--- src/core/uscf_pkg.sv ---
// Register map, field positions, timing counts and state types of the serial port
// control/status block. Assumes a 10 MHz bus clock and a fixed bit time of BIT_CYC.
// Functional notes
// Control bit 7 gates the transmit-buffer-empty flag onto the interrupt request.
// Control bit 6 gates the transmission-done flag onto the interrupt request.
// Control bit 5 gates receive-full or overrun onto the interrupt request.
// Control bit 4 gates the quiet-line flag onto the interrupt request.
// Control bit 3 enables the transmitter and pin; a rising edge queues a preamble.
// Control bit 2 turns the receiver on or off.
// Control bit 1 puts the receiver in standby and masks receiver interrupts.
// Hardware clears the standby bit itself on wakeup.
// Pulsing the break bit sends one break of 10/11 or 13/14 zero bits.
// While the break bit stays set, complete breaks are sent back to back.
// Software clears a flag by reading status, then accessing the data register.
// Writes to the status register change nothing.
// Transmit-empty sets when the shifter takes a byte from the data register.
// Transmit-empty clears on status read seeing it, then data write.
// Transmission-done is low while a frame, preamble or break is sent.
// Transmission-done sets when buffer empty and shifter quiet; pin rests at one.
// Transmission-done clears on read-then-write, or when anything new is queued.
// Receive-full sets when a received character moves into the data register.
// Receive-full clears on status read seeing it, then data read.
// Quiet-line sets after 10 ones (eight-bit) or 11 ones (nine-bit).
// After quiet-line clears, a received frame must come before it sets again.
// Quiet-line clears on status read seeing it, then data read.
// In standby an idle line does not set the quiet-line flag.
// Overrun sets when a second frame completes before the first is read.
// Long-break select picks 13/14-bit breaks instead of 10/11.
// Format bit picks eight data bits when 0 and nine when 1.
// Interrupt output is the OR of every flag gated by its enable.
package uscf_pkg;
  localparam int unsigned CLK_HZ    = 10_000_000;
  localparam int unsigned BAUD_HZ   = 625_000;
  localparam int unsigned BIT_CYC   = CLK_HZ / BAUD_HZ;
  localparam logic [4:0]  BIT_LAST  = 5'(BIT_CYC - 1);
  localparam logic [4:0]  HALF_LAST = 5'(BIT_CYC / 2 - 1);
  localparam logic [3:0]  FRAME_BITS = 4'hA;
  localparam logic [3:0]  DATA_BITS  = 4'h8;
  localparam logic [3:0]  BRK_EXTRA  = 4'h3;
  // Register indices; byte address is four times the index
  localparam logic [7:0]  IDX_CTRL  = 8'h03;
  localparam logic [7:0]  IDX_STAT  = 8'h04;
  localparam logic [7:0]  IDX_DATA  = 8'h07;
  localparam logic [7:0]  IDX_CFG   = 8'h08;
  localparam logic [2:0]  HSIZE_WORD = 3'h2;
  // Control fields
  localparam int CR_TIE  = 7;
  localparam int CR_TX_DONE_IRQ_ON = 6;
  localparam int CR_RIE  = 5;
  localparam int CR_QUIET_IRQ_ON = 4;
  localparam int CR_TE   = 3;
  localparam int CR_RE   = 2;
  localparam int CR_STBY = 1;
  localparam int CR_SBK  = 0;
  // Status fields
  localparam int SR_TX_BUFFER_EMPTY = 7;
  localparam int SR_TC   = 6;
  localparam int SR_RX_BUFFER_FULL = 5;
  localparam int SR_IDLE = 4;
  localparam int SR_OVR  = 3;
  // Configuration fields
  localparam int CF_NINE = 0;
  localparam int CF_LONG = 1;
  localparam logic [7:0] CTRL_RST = 8'h00;
  localparam logic [1:0] CFG_RST  = 2'h0;
  typedef enum logic [0:0] {USCF_TX_IDLE = 1'b0, USCF_TX_RUN = 1'b1} uscf_tx_t;
  typedef enum logic [1:0] {
    USCF_RX_IDLE  = 2'b00,
    USCF_RX_START = 2'b01,
    USCF_RX_DATA  = 2'b10
  } uscf_rx_t;
endpackage : uscf_pkg

--- src/core/uscf_top.sv ---
// Control and status flags of an asynchronous serial port behind an AHB-Lite slave.
// Assumes one 10 MHz clock; rxd comes straight from a pin and is synchronised here.
`timescale 1ns/1ns
`default_nettype none
module uscf_top
  import uscf_pkg::*;
(
  // Clock and reset
  input  wire logic        hclk,
  input  wire logic        hresetn,
  // AHB-Lite slave
  input  wire logic        hsel,
  input  wire logic [31:0] haddr,
  input  wire logic [1:0]  htrans,
  input  wire logic        hwrite,
  input  wire logic [2:0]  hsize,
  input  wire logic [31:0] hwdata,
  input  wire logic        hready,
  output logic      [31:0] hrdata,
  output logic             hreadyout,
  output logic             hresp,
  // Serial link
  input  wire logic        rxd,
  output logic             txd,
  output logic             txd_oe,
  // Interrupt request
  output logic             irq
);

  function automatic logic hit(input logic [31:0] a, input logic [7:0] idx);
    return a == {22'h0, idx, 2'h0};
  endfunction : hit

  function automatic logic [3:0] flen(input logic nine);
    return FRAME_BITS + {3'h0, nine};
  endfunction : flen

  function automatic logic [7:0] qlast(input logic nine);
    return 8'(int'(flen(nine)) * int'(BIT_CYC) - 1);
  endfunction : qlast

  function automatic logic [3:0] blen(input logic nine, input logic long_brk);
    return flen(nine) + (long_brk ? BRK_EXTRA : 4'h0);
  endfunction : blen

  // Bus
  logic        take;
  logic        rd_stat;
  logic        rd_data;
  logic        wr_data;
  logic        wr_ctrl;
  logic        wr_cfg;
  logic        wr_pend;
  logic        next_wr_pend;
  logic [31:0] wr_addr;
  logic [31:0] next_wr_addr;
  logic [31:0] next_hrdata;
  logic        next_hreadyout;
  // Control and flags
  logic [7:0]  ctrl;
  logic [7:0]  next_ctrl;
  logic [1:0]  cfg;
  logic [1:0]  next_cfg;
  logic [7:0]  stat;
  logic [7:0]  seen;
  logic [7:0]  next_seen;
  logic        tx_buffer_empty;
  logic        next_tx_buffer_empty;
  logic        tc;
  logic        next_tc;
  logic        rx_buffer_full;
  logic        next_rx_buffer_full;
  logic        idle;
  logic        next_idle;
  logic        ovr;
  logic        next_ovr;
  logic        armed;
  logic        next_armed;
  logic        quiet_prev;
  logic        tx_quiet;
  logic        next_irq;
  logic        nine;
  logic        stby;
  // Transmitter
  uscf_tx_t    tx_state;
  uscf_tx_t    next_tx_state;
  logic [13:0] tx_shift;
  logic [13:0] next_tx_shift;
  logic [3:0]  tx_left;
  logic [3:0]  next_tx_left;
  logic [4:0]  tx_tick;
  logic [4:0]  next_tx_tick;
  logic [7:0]  tx_buf;
  logic [7:0]  next_tx_buf;
  logic        te_prev;
  logic        pre_pend;
  logic        next_pre_pend;
  logic        tx_load;
  logic        tx_frame;
  logic        next_txd;
  logic        next_txd_oe;
  // Receiver
  logic        rx_s1;
  logic        rxs;
  uscf_rx_t    rx_state;
  uscf_rx_t    next_rx_state;
  logic [4:0]  rx_tick;
  logic [4:0]  next_rx_tick;
  logic [3:0]  rx_cnt;
  logic [3:0]  next_rx_cnt;
  logic [8:0]  rx_shift;
  logic [8:0]  next_rx_shift;
  logic [7:0]  rx_data;
  logic [7:0]  next_rx_data;
  logic        rx_done;
  logic [7:0]  q_cnt;
  logic [7:0]  next_q_cnt;
  logic        q_hit;

  assign nine = cfg[CF_NINE];
  assign stby = ctrl[CR_STBY];

  // Bus: reads answer with no wait; a write holds hready low one cycle so a
  // following read always sees the updated registers.
  always_comb begin
    take = hsel & htrans[1] & hready & (hsize == HSIZE_WORD);
    rd_stat = take & !hwrite & hit(haddr, IDX_STAT);
    rd_data = take & !hwrite & hit(haddr, IDX_DATA);
    wr_data = wr_pend & hit(wr_addr, IDX_DATA);
    wr_ctrl = wr_pend & hit(wr_addr, IDX_CTRL);
    wr_cfg = wr_pend & hit(wr_addr, IDX_CFG);
    next_wr_pend = take & hwrite;
    next_wr_addr = (take & hwrite) ? haddr : wr_addr;
    next_hreadyout = !(take & hwrite);
    next_hrdata = hrdata;
    if (take & !hwrite) begin
      if (hit(haddr, IDX_CTRL)) begin
        next_hrdata = {24'h0, ctrl};
      end else if (hit(haddr, IDX_STAT)) begin
        next_hrdata = {24'h0, stat};
      end else if (hit(haddr, IDX_DATA)) begin
        next_hrdata = {24'h0, rx_data};
      end else if (hit(haddr, IDX_CFG)) begin
        next_hrdata = {30'h0, cfg};
      end else begin
        next_hrdata = 32'h0;
      end
    end
  end

  always_ff @(posedge hclk or negedge hresetn) begin
    if (!hresetn) begin
      wr_pend <= 1'b0;
      wr_addr <= 32'h0;
      hrdata <= 32'h0;
      hreadyout <= 1'b1;
      hresp <= 1'b0;
    end else begin
      wr_pend <= next_wr_pend;
      wr_addr <= next_wr_addr;
      hrdata <= next_hrdata;
      hreadyout <= next_hreadyout;
      hresp <= 1'b0;
    end
  end

  // Control, configuration and flag clearing; status has no write path
  always_comb begin
    stat = 8'h00;
    stat[SR_TX_BUFFER_EMPTY] = tx_buffer_empty;
    stat[SR_TC] = tc;
    stat[SR_RX_BUFFER_FULL] = rx_buffer_full;
    stat[SR_IDLE] = idle;
    stat[SR_OVR] = ovr;
    next_ctrl = ctrl;
    if (q_hit & stby) begin
      next_ctrl[CR_STBY] = 1'b0;
    end
    if (wr_ctrl) begin
      next_ctrl = hwdata[7:0];
    end
    next_cfg = wr_cfg ? hwdata[1:0] : cfg;
    next_seen = seen;
    if (rd_stat) begin
      next_seen = stat;
    end else if (rd_data | wr_data) begin
      next_seen = 8'h00;
    end
    tx_quiet = (tx_state == USCF_TX_IDLE) & !tx_load & tx_buffer_empty;
    next_tx_buffer_empty = tx_buffer_empty;
    if (seen[SR_TX_BUFFER_EMPTY] & wr_data) begin
      next_tx_buffer_empty = 1'b0;
    end
    if (tx_frame) begin
      next_tx_buffer_empty = 1'b1;
    end
    next_tc = tc;
    if (seen[SR_TC] & wr_data) begin
      next_tc = 1'b0;
    end
    if (tx_quiet & !quiet_prev) begin
      next_tc = 1'b1;
    end
    if (tx_load) begin
      next_tc = 1'b0;
    end
    next_rx_buffer_full = rx_buffer_full;
    next_ovr = ovr;
    next_idle = idle;
    next_armed = armed;
    next_rx_data = rx_data;
    if (seen[SR_RX_BUFFER_FULL] & rd_data) begin
      next_rx_buffer_full = 1'b0;
    end
    if (seen[SR_OVR] & rd_data) begin
      next_ovr = 1'b0;
    end
    if (seen[SR_IDLE] & rd_data) begin
      next_idle = 1'b0;
    end
    if (q_hit & !stby & armed) begin
      next_idle = 1'b1;
      next_armed = 1'b0;
    end
    if (rx_done & !stby) begin
      if (rx_buffer_full) begin
        next_ovr = 1'b1;
      end else begin
        next_rx_buffer_full = 1'b1;
        next_armed = 1'b1;
        next_rx_data = nine ? rx_shift[7:0] : rx_shift[8:1];
      end
    end
    next_irq = (ctrl[CR_TIE] & tx_buffer_empty)
             | (ctrl[CR_TX_DONE_IRQ_ON] & tc)
             | (ctrl[CR_RIE] & (rx_buffer_full | ovr) & !stby)
             | (ctrl[CR_QUIET_IRQ_ON] & idle & !stby);
  end

  always_ff @(posedge hclk or negedge hresetn) begin
    if (!hresetn) begin
      ctrl <= CTRL_RST;
      cfg <= CFG_RST;
      seen <= 8'h00;
      tx_buffer_empty <= 1'b1;
      tc <= 1'b1;
      quiet_prev <= 1'b1;
      rx_buffer_full <= 1'b0;
      ovr <= 1'b0;
      idle <= 1'b0;
      armed <= 1'b1;
      rx_data <= 8'h00;
      irq <= 1'b0;
    end else begin
      ctrl <= next_ctrl;
      cfg <= next_cfg;
      seen <= next_seen;
      tx_buffer_empty <= next_tx_buffer_empty;
      tc <= next_tc;
      quiet_prev <= tx_quiet;
      rx_buffer_full <= next_rx_buffer_full;
      ovr <= next_ovr;
      idle <= next_idle;
      armed <= next_armed;
      rx_data <= next_rx_data;
      irq <= next_irq;
    end
  end

  // Transmitter: a preamble wins over a break, a break over data.
  // A shift in progress always completes, even if the enable drops.
  always_comb begin
    next_tx_state = tx_state;
    next_tx_shift = tx_shift;
    next_tx_left = tx_left;
    next_tx_tick = tx_tick;
    next_pre_pend = pre_pend | (ctrl[CR_TE] & !te_prev);
    next_tx_buf = wr_data ? hwdata[7:0] : tx_buf;
    tx_load = 1'b0;
    tx_frame = 1'b0;
    unique case (tx_state)
      USCF_TX_IDLE: begin
        if (ctrl[CR_TE] & (pre_pend | ctrl[CR_SBK] | !tx_buffer_empty)) begin
          tx_load = 1'b1;
          next_tx_state = USCF_TX_RUN;
          next_tx_tick = BIT_LAST;
          next_tx_left = flen(nine);
          if (pre_pend) begin
            next_tx_shift = '1;
            next_pre_pend = 1'b0;
          end else if (ctrl[CR_SBK]) begin
            next_tx_shift = '0;
            next_tx_left = blen(nine, cfg[CF_LONG]);
          end else begin
            next_tx_shift = {4'hF, !nine, tx_buf, 1'b0};
            tx_frame = 1'b1;
          end
        end
      end
      USCF_TX_RUN: begin
        if (tx_tick == 5'h0) begin
          next_tx_tick = BIT_LAST;
          next_tx_shift = {1'b1, tx_shift[13:1]};
          next_tx_left = tx_left - 4'h1;
          if (tx_left == 4'h1) begin
            // A held break chains on with no high gap between characters
            if (ctrl[CR_TE] & ctrl[CR_SBK] & !pre_pend) begin
              tx_load = 1'b1;
              next_tx_shift = '0;
              next_tx_left = blen(nine, cfg[CF_LONG]);
            end else begin
              next_tx_state = USCF_TX_IDLE;
            end
          end
        end else begin
          next_tx_tick = tx_tick - 5'h1;
        end
      end
    endcase
    next_txd = (next_tx_state == USCF_TX_RUN) ? next_tx_shift[0] : 1'b1;
    next_txd_oe = ctrl[CR_TE] | (next_tx_state == USCF_TX_RUN);
  end

  always_ff @(posedge hclk or negedge hresetn) begin
    if (!hresetn) begin
      tx_state <= USCF_TX_IDLE;
      tx_shift <= '1;
      tx_left <= 4'h0;
      tx_tick <= 5'h0;
      tx_buf <= 8'h00;
      te_prev <= 1'b0;
      pre_pend <= 1'b0;
      txd <= 1'b1;
      txd_oe <= 1'b0;
    end else begin
      tx_state <= next_tx_state;
      tx_shift <= next_tx_shift;
      tx_left <= next_tx_left;
      tx_tick <= next_tx_tick;
      tx_buf <= next_tx_buf;
      te_prev <= ctrl[CR_TE];
      pre_pend <= next_pre_pend;
      txd <= next_txd;
      txd_oe <= next_txd_oe;
    end
  end

  // Receiver: samples mid-bit; stop-bit value is not checked here
  always_comb begin
    next_rx_state = rx_state;
    next_rx_tick = rx_tick;
    next_rx_cnt = rx_cnt;
    next_rx_shift = rx_shift;
    rx_done = 1'b0;
    if (!ctrl[CR_RE]) begin
      next_rx_state = USCF_RX_IDLE;
    end else begin
      unique case (rx_state)
        USCF_RX_IDLE: begin
          if (!rxs) begin
            next_rx_state = USCF_RX_START;
            next_rx_tick = HALF_LAST;
          end
        end
        USCF_RX_START: begin
          if (rx_tick != 5'h0) begin
            next_rx_tick = rx_tick - 5'h1;
          end else if (rxs) begin
            next_rx_state = USCF_RX_IDLE;
          end else begin
            next_rx_state = USCF_RX_DATA;
            next_rx_tick = BIT_LAST;
            next_rx_cnt = 4'h0;
          end
        end
        default: begin
          if (rx_tick != 5'h0) begin
            next_rx_tick = rx_tick - 5'h1;
          end else begin
            next_rx_tick = BIT_LAST;
            if (rx_cnt == DATA_BITS + {3'h0, nine}) begin
              next_rx_state = USCF_RX_IDLE;
              rx_done = 1'b1;
            end else begin
              next_rx_shift = {rxs, rx_shift[8:1]};
              next_rx_cnt = rx_cnt + 4'h1;
            end
          end
        end
      endcase
    end
    // Counts line-high cycles; fires once per quiet stretch
    q_hit = ctrl[CR_RE] & rxs & (q_cnt == qlast(nine));
    if (!ctrl[CR_RE] | !rxs) begin
      next_q_cnt = 8'h00;
    end else if (q_cnt > qlast(nine)) begin
      next_q_cnt = q_cnt;
    end else begin
      next_q_cnt = q_cnt + 8'h01;
    end
  end

  always_ff @(posedge hclk or negedge hresetn) begin
    if (!hresetn) begin
      rx_s1 <= 1'b1;
      rxs <= 1'b1;
      rx_state <= USCF_RX_IDLE;
      rx_tick <= 5'h0;
      rx_cnt <= 4'h0;
      rx_shift <= 9'h000;
      q_cnt <= 8'h00;
    end else begin
      rx_s1 <= rxd;
      rxs <= rx_s1;
      rx_state <= next_rx_state;
      rx_tick <= next_rx_tick;
      rx_cnt <= next_rx_cnt;
      rx_shift <= next_rx_shift;
      q_cnt <= next_q_cnt;
    end
  end

endmodule : uscf_top
`default_nettype wire

--- config.mk ---
export PLATFORM = sky130hd
export DESIGN_NAME = uscf_top
export DESIGN_NICKNAME = d
export VERILOG_FILES = /design/src/core/uscf_pkg.sv /design/src/core/uscf_top.sv
export SDC_FILE = /design/constraint.sdc
export NUM_CORES = 1
export LEC_CHECK = 0
export ABC_AREA = 1
export ABC_CLOCK_PERIOD_IN_PS = 5000
export BUFFER_PORTS_ARGS = -buffer_cell sky130_fd_sc_hd__buf_2
export CAP_MARGIN = 20
export CORE_MARGIN = 5
export CORE_UTILIZATION = 55
export DETAILED_ROUTE_END_ITERATION = 10
export GPL_ROUTABILITY_DRIVEN = 0
export PLACE_DENSITY = 0.78
export SYNTH_ARGS = -nofsm -noshare
export SYNTH_HDL_FRONTEND = slang
export SYNTH_SLANG_ARGS = --single-unit
--- constraint.sdc ---
create_clock -name hclk -period 5 [get_ports hclk]
set_clock_uncertainty 0.05 [all_clocks]
set_input_delay 0 -clock hclk [delete_from_list [all_inputs] [get_ports hclk]]
set_output_delay 0 -clock hclk [all_outputs]
set_load 0.005 [all_outputs]
# Word-level counts from Yosys, hierarchy flattened
# Cells that the tools add are included.
# Widths: inputs -> output; s select.
word_totals:
  wordCells: 225
  in_bits: 75
  out_inout_bits: 37
  ff_bits: 166
op_classes:
  n_eq_ne: 23
  n_addsub: 9
  n_mux: 82
  bitwise_logic: 50
  order_cmp: 1
  n_reduce_logical: 26
op_table:
  columns: ["operator", "count"]
  rows:
  - ["$eq 32x5->1 const B", 3]
  - ["$mux 14", 6]
  - ["$eq 32x4->1 const B", 2]
  - ["$eq 32x6->1 const B", 2]
  - ["$mux 8", 8]
  - ["$mux 4", 10]
  - ["$mux 1", 35]
  - ["$and 1x1->1", 34]
  - ["$mux 5", 6]
  - ["$pmux 14 s2", 1]
  - ["$pmux 5 s2", 2]
  - ["$mux 2", 9]
  - ["$pmux 4 s2", 2]
  - ["$logic_not 1->1", 11]
  - ["$or 1x1->1", 10]
  - ["$sub 5x1->5 const B", 2]
  - ["$ne 3x3->1 const B", 3]
  - ["$add 4x1->4 const A", 2]
  - ["$add 8x1->8 const B", 1]
  - ["$eq 8x8->1", 1]
  - ["$gt 8x8->1", 1]
  - ["$reduce_and 4->1", 2]
  - ["$reduce_bool 2->1", 4]
  - ["$sub 8x1->8 const B", 1]
  - ["other kinds (22)", 33]

# Longest topological paths before layout
depth:
  word_depth: 12
  ltp_mapped: 10
  ltp_nobuf: 9

# Worst setup path after synthesis
# OpenSTA, ideal clock, no wires.
synth_timing:
  path_kind: "reg-to-reg"
  start: "reg cfg[0]"
  end: "reg q_cnt[0]"
  path_stages_with_launch: 10
  arrival_time_ns: 1.643
  required_ns: 4.874
  synth_period_minus_slack_ns: 1.769
  slack_ns: 3.231
  path_buffers: 1
  setup_time_ns: 0.076
  path_cell_list: "dfrtp_1 -> buf_2 -> inv_1 -> ha_1 -> a21oi_1 -> a21oi_1 -> o21ai_2 -> nor2_1 -> nand2_1 -> o21ai_1"
synth_between:
  elab_chain_cells: 4
synth_rtl:
  columns: ["item", "line_no", "source"]
  rows:
  - ["from (decl)", "uscf_top.sv:62", "logic [1:0] cfg;"]
  - ["from (signal assigned)", "uscf_top.sv:256", "cfg <= next_cfg;"]
  - ["$add 4x1->4", "uscf_top.sv:35", "return FRAME_BITS + {3'h0, nine};"]
  - ["$sub 8x1->8", "uscf_top.sv:39", "return 8'(int'(flen(nine)) * int'(BIT_CYC) - 1);"]
  - ["$gt 8x8->1", "uscf_top.sv:396", "end else if (q_cnt > qlast(nine)) begin"]
  - ["$ne 2x2->1 (no source line)", null, null]
  - ["to (signal assigned)", "uscf_top.sv:419", "q_cnt <= next_q_cnt;"]
  - ["to (decl)", "uscf_top.sv:116", "logic [7:0] q_cnt;"]
# No other way between the ends.
# A chain may end at the register's enable or synchronous reset.

# Worst setup path in the final report
layout_timing:
  start: "reg wr_addr[21]"
  end: "reg ctrl[1]"
layout_between:
  elab_chain_cells: 3
  word_cells_on_any_way: 4
  cone_classes: "1 x eq/ne; 1 x mux; 1 x bitwise; 1 x reduce/logical"
layout_rtl:
  columns: ["item", "line_no", "source"]
  rows:
  - ["from (decl)", "uscf_top.sv:55", "logic [31:0] wr_addr;"]
  - ["from (signal assigned)", "uscf_top.sv:160", "wr_addr <= next_wr_addr;"]
  - ["$eq 32x4->1 *", "uscf_top.sv:31", "return a == {22'h0, idx, 2'h0};"]
  - ["$and 1x1->1 *", "uscf_top.sv:130", "wr_ctrl = wr_pend & hit(wr_addr, IDX_CTRL);"]
  - ["$mux 2 / $reduce_bool 2->1 (equally long branches)", null, null]
  - ["to (signal assigned)", "uscf_top.sv:255", "ctrl <= next_ctrl;"]
  - ["to (decl)", "uscf_top.sv:60", "logic [7:0] ctrl;"]
# Mark *: on every way between the ends. The rest lies on a longest branch, timed or not.

==> metrics <==
status finished clean; share of the synthesized area in the top cell type 41.6%; Tmin final 2.12 ns; crit path from wr_addr[21]; DRC violations left 0; Worst R2R End ctrl[1]; Die ar. 15200 um2; Slew headroom 26.6%; leading area contributor after synthesis dfrtp_1; Sink Count 139; clock share of power 39.4%; worst hold slack 0.110 ns; Fmax 472 MHz; Mean Syn Cell Area 8.05 um2; RSZ-0062 raised after global routing false; layout cells sized above 1 15.7%; Fin. Hold Viols 0; Internal 2.34 mW; Worst VDD drop 0.000300 V; Total Routing Usage GR 21.2%; core area 12600 um2; Final period util 42.4%; most area-consuming cells after synthesis dfrtp_1, nand2_1, dfstp_2; buffer levels on the longest clock path 2; CTS root buf clkbuf_16; vias in the first global route 5568; Worst R2R Path Depth 9; row cnt 41; Worst-Skew Late Latency 0.41 ns; Die Wd 123 um; Post-Syn Area 7040 um2; Ys Warns 0; Post-Route Setup TNS 0 ns; Lkg Pwr 4.04 nW; crit path max fanout 14; synthesized flop and latch total 139; Distinct cells, synth 41; Post-Synthesis Cells 874; CTS Buf Count 17; switching pwr 0.818 mW; First-pass DRT Iterations 5; Setup Viol. Count Final 0; vias post-DR 5855; CTS H-tree depth 4; r2r startpoint wr_addr[21]; sequential element share of the synthesized area 49.8%; Pwr Density 375 nW/um2; Req. time, crit path 5.30 ns; I/O Pins 112; Setup Fix Bufs, Post-CTS 0; crit start category flop; critical path class reg2reg; sw frac 25.9%; first-pass GRT wire length 25400 um; Critical Path End ctrl[1]; Arr. time, crit path 2.42 ns; Gate power share 15.8%; Max-Cap Viols 0; IO Port Bufs 61; initial antenna violation count 0; CTS tree built; Pwr Total 3.16 mW; drt total wl 15300 um; CTS clk-pin slew, worst paths 0.06 ns; initial detailed-routing violation count 410; dpl hpwl 10100 um; worst-margin pin slew 1.10 ns; Chip Height 123 um; Area Overhead vs Synth 19.6%; Final Slew Violations 0; Starting Density 56.0%; nature of the critical path endpoint flop; r2r setup slk 2.88 ns; total grt overflow 0; Antenna diodes 0; worst hold path class in2reg; Via density 5.03; drt wl/cell 13.2 um; largest net degree at the start of global routing 92; DRT antenna net count 0; Final nets 1064; power share of the sequential group 44.8%
layer usage:
layer	track usage (%)	wire length (um)	vias up
li1	-	-	2957
met1	27.4	6740	2717
met2	34.1	7510	137
met3	5.35	618	44
met4	8.79	441	0
met5	0	0	-
timing repair:
action                                 4_1_cts  5_1_grt
gates resized for setup                      0        0
hold buffers                                43        0
endpoints found under the hold margin      148        0
how the worst min path moves through the flow:
stage                         from   endpoint  slack, ns  depth (start not counted)
after floorplan            hresetn     cfg[0]      -0.35                          0
after global placement         rxd      rx_s1       0.06                          1
after detailed placement       rxd      rx_s1       0.06                          1
after CTS                 hsize[2]  hrdata[1]       0.08                          6
after global routing      hsize[2]  hrdata[1]       0.13                          6
final                     hsize[2]  hrdata[1]       0.11                          6
critical path, stage by stage (launching register included):
cell     delay [ns]
dfrtp_1        0.36
inv_1          0.06
nand2_1        0.05
nor2_1         0.12
nand2_1        0.08
nor2_2         0.51
nand2_1        0.42
inv_1          0.24
nand2_1        0.09
nand2_1        0.08
cell usage in the layout (no fill, tap or decap), types with 2 or more instances in the layout:
master	count
a21oi_1	14
a31oi_1	2
buf_2	60
buf_4	3
bufinv_16	2
clkbuf_1	2
clkbuf_16	17
clkbuf_8	6
clkinv_1	2
clkinv_2	5
conb_1	25
dfrtp_1	117
dfstp_2	22
dlygate4sd3_1	43
ha_1	10
inv_1	99
inv_2	9
nand2_1	250
nand2_2	3
nand3_1	81
nand3_2	3
nand3b_1	2
nand4_1	18
nor2_1	70
nor2_2	8
nor2_4	10
nor3_1	3
o211ai_1	2
o211ai_2	2
o21ai_0	63
o21ai_1	15
o221ai_1	3
xor2_1	8
state kept, by name (all words and copies together), names as in the netlist, 4 cells and up:
signal,flops
ctrl,8
hrdata,8
q_cnt,8
rx_cnt,4
rx_data,8
rx_shift,9
rx_tick,5
seen,5
tx_buf,8
tx_left,4
tx_shift,14
tx_tick,5
wr_addr,32
cell type report:
| class | count | area (um2) |
|---|---|---|
| clock buffers | 25 | 515 |
| clock inverters | 7 | 85.1 |
| fillers | 1016 | 4150 |
| inverters | 111 | 419 |
| multi-input cells | 603 | 2910 |
| flip-flops and latches | 139 | 3510 |
| well taps | 172 | 215 |
| repair buffers | 107 | 764 |
through the flow:
| stage | utilization, % | area (um2) | instances | setup slack (ns) |
|---|---|---|---|---|
| after floorplan | - | 7130 | 898 | 3.23 |
| after global placement | 58.7 | 7380 | 1089 | 2.95 |
| after detailed placement | 58.7 | 7380 | 1089 | 2.92 |
| after CTS | 66.9 | 8410 | 1164 | 2.91 |
| after global routing | 66.9 | 8410 | 1164 | 2.69 |
| final | 66.9 | 8410 | 1164 | 2.88 |
Yosys cell counts:
cell type	count
a21oi_1	14
a21oi_4	1
a221o_1	1
a31oi_1	2
and2_1	1
buf_2	11
buf_4	29
buf_6	1
clkbuf_1	4
clkinv_1	2
conb_1	1
dfrtp_1	117
dfstp_2	22
ha_1	10
inv_1	99
inv_2	9
inv_4	1
mux2i_1	1
nand2_1	250
nand2_2	3
nand3_1	81
nand3_2	3
nand3_4	1
nand3b_1	2
nand4_1	18
nand4_4	1
nor2_1	70
nor2_2	9
nor2_4	9
nor3_1	3
o211ai_1	2
o211ai_2	2
o21a_1	1
o21ai_0	63
o21ai_1	15
o21ai_2	1
o221ai_1	3
o31ai_1	1
or2_1	1
xnor2_1	1
xor2_1	8
power groups by stage:
stage / registers [mW] / clock network (mW) / logic, mW
floorplan: 1.41 / 0 / 0.374
global placement: 1.43 / 0 / 0.448
detailed placement: 1.43 / 0 / 0.464
CTS: 1.42 / 1.26 / 0.499
global route: 1.43 / 1.32 / 0.567
finish: 1.42 / 1.24 / 0.497
logic make-up after synthesis:
family / after synthesis / share of synthesized area (%)
multiplexers: 1 / 0.142
AND/OR/NAND/NOR: 452 / 28.5
XOR/XNOR: 9 / 1.12
buffers and inverters: 156 / 10.2
flip-flops: 139 / 49.8
adder cells (fa/ha/maj): 10 / 1.78
other: 1 / 0.0533
AO/OA/AOI/OAI: 106 / 8.37
(Power assumes the default switching activity.)
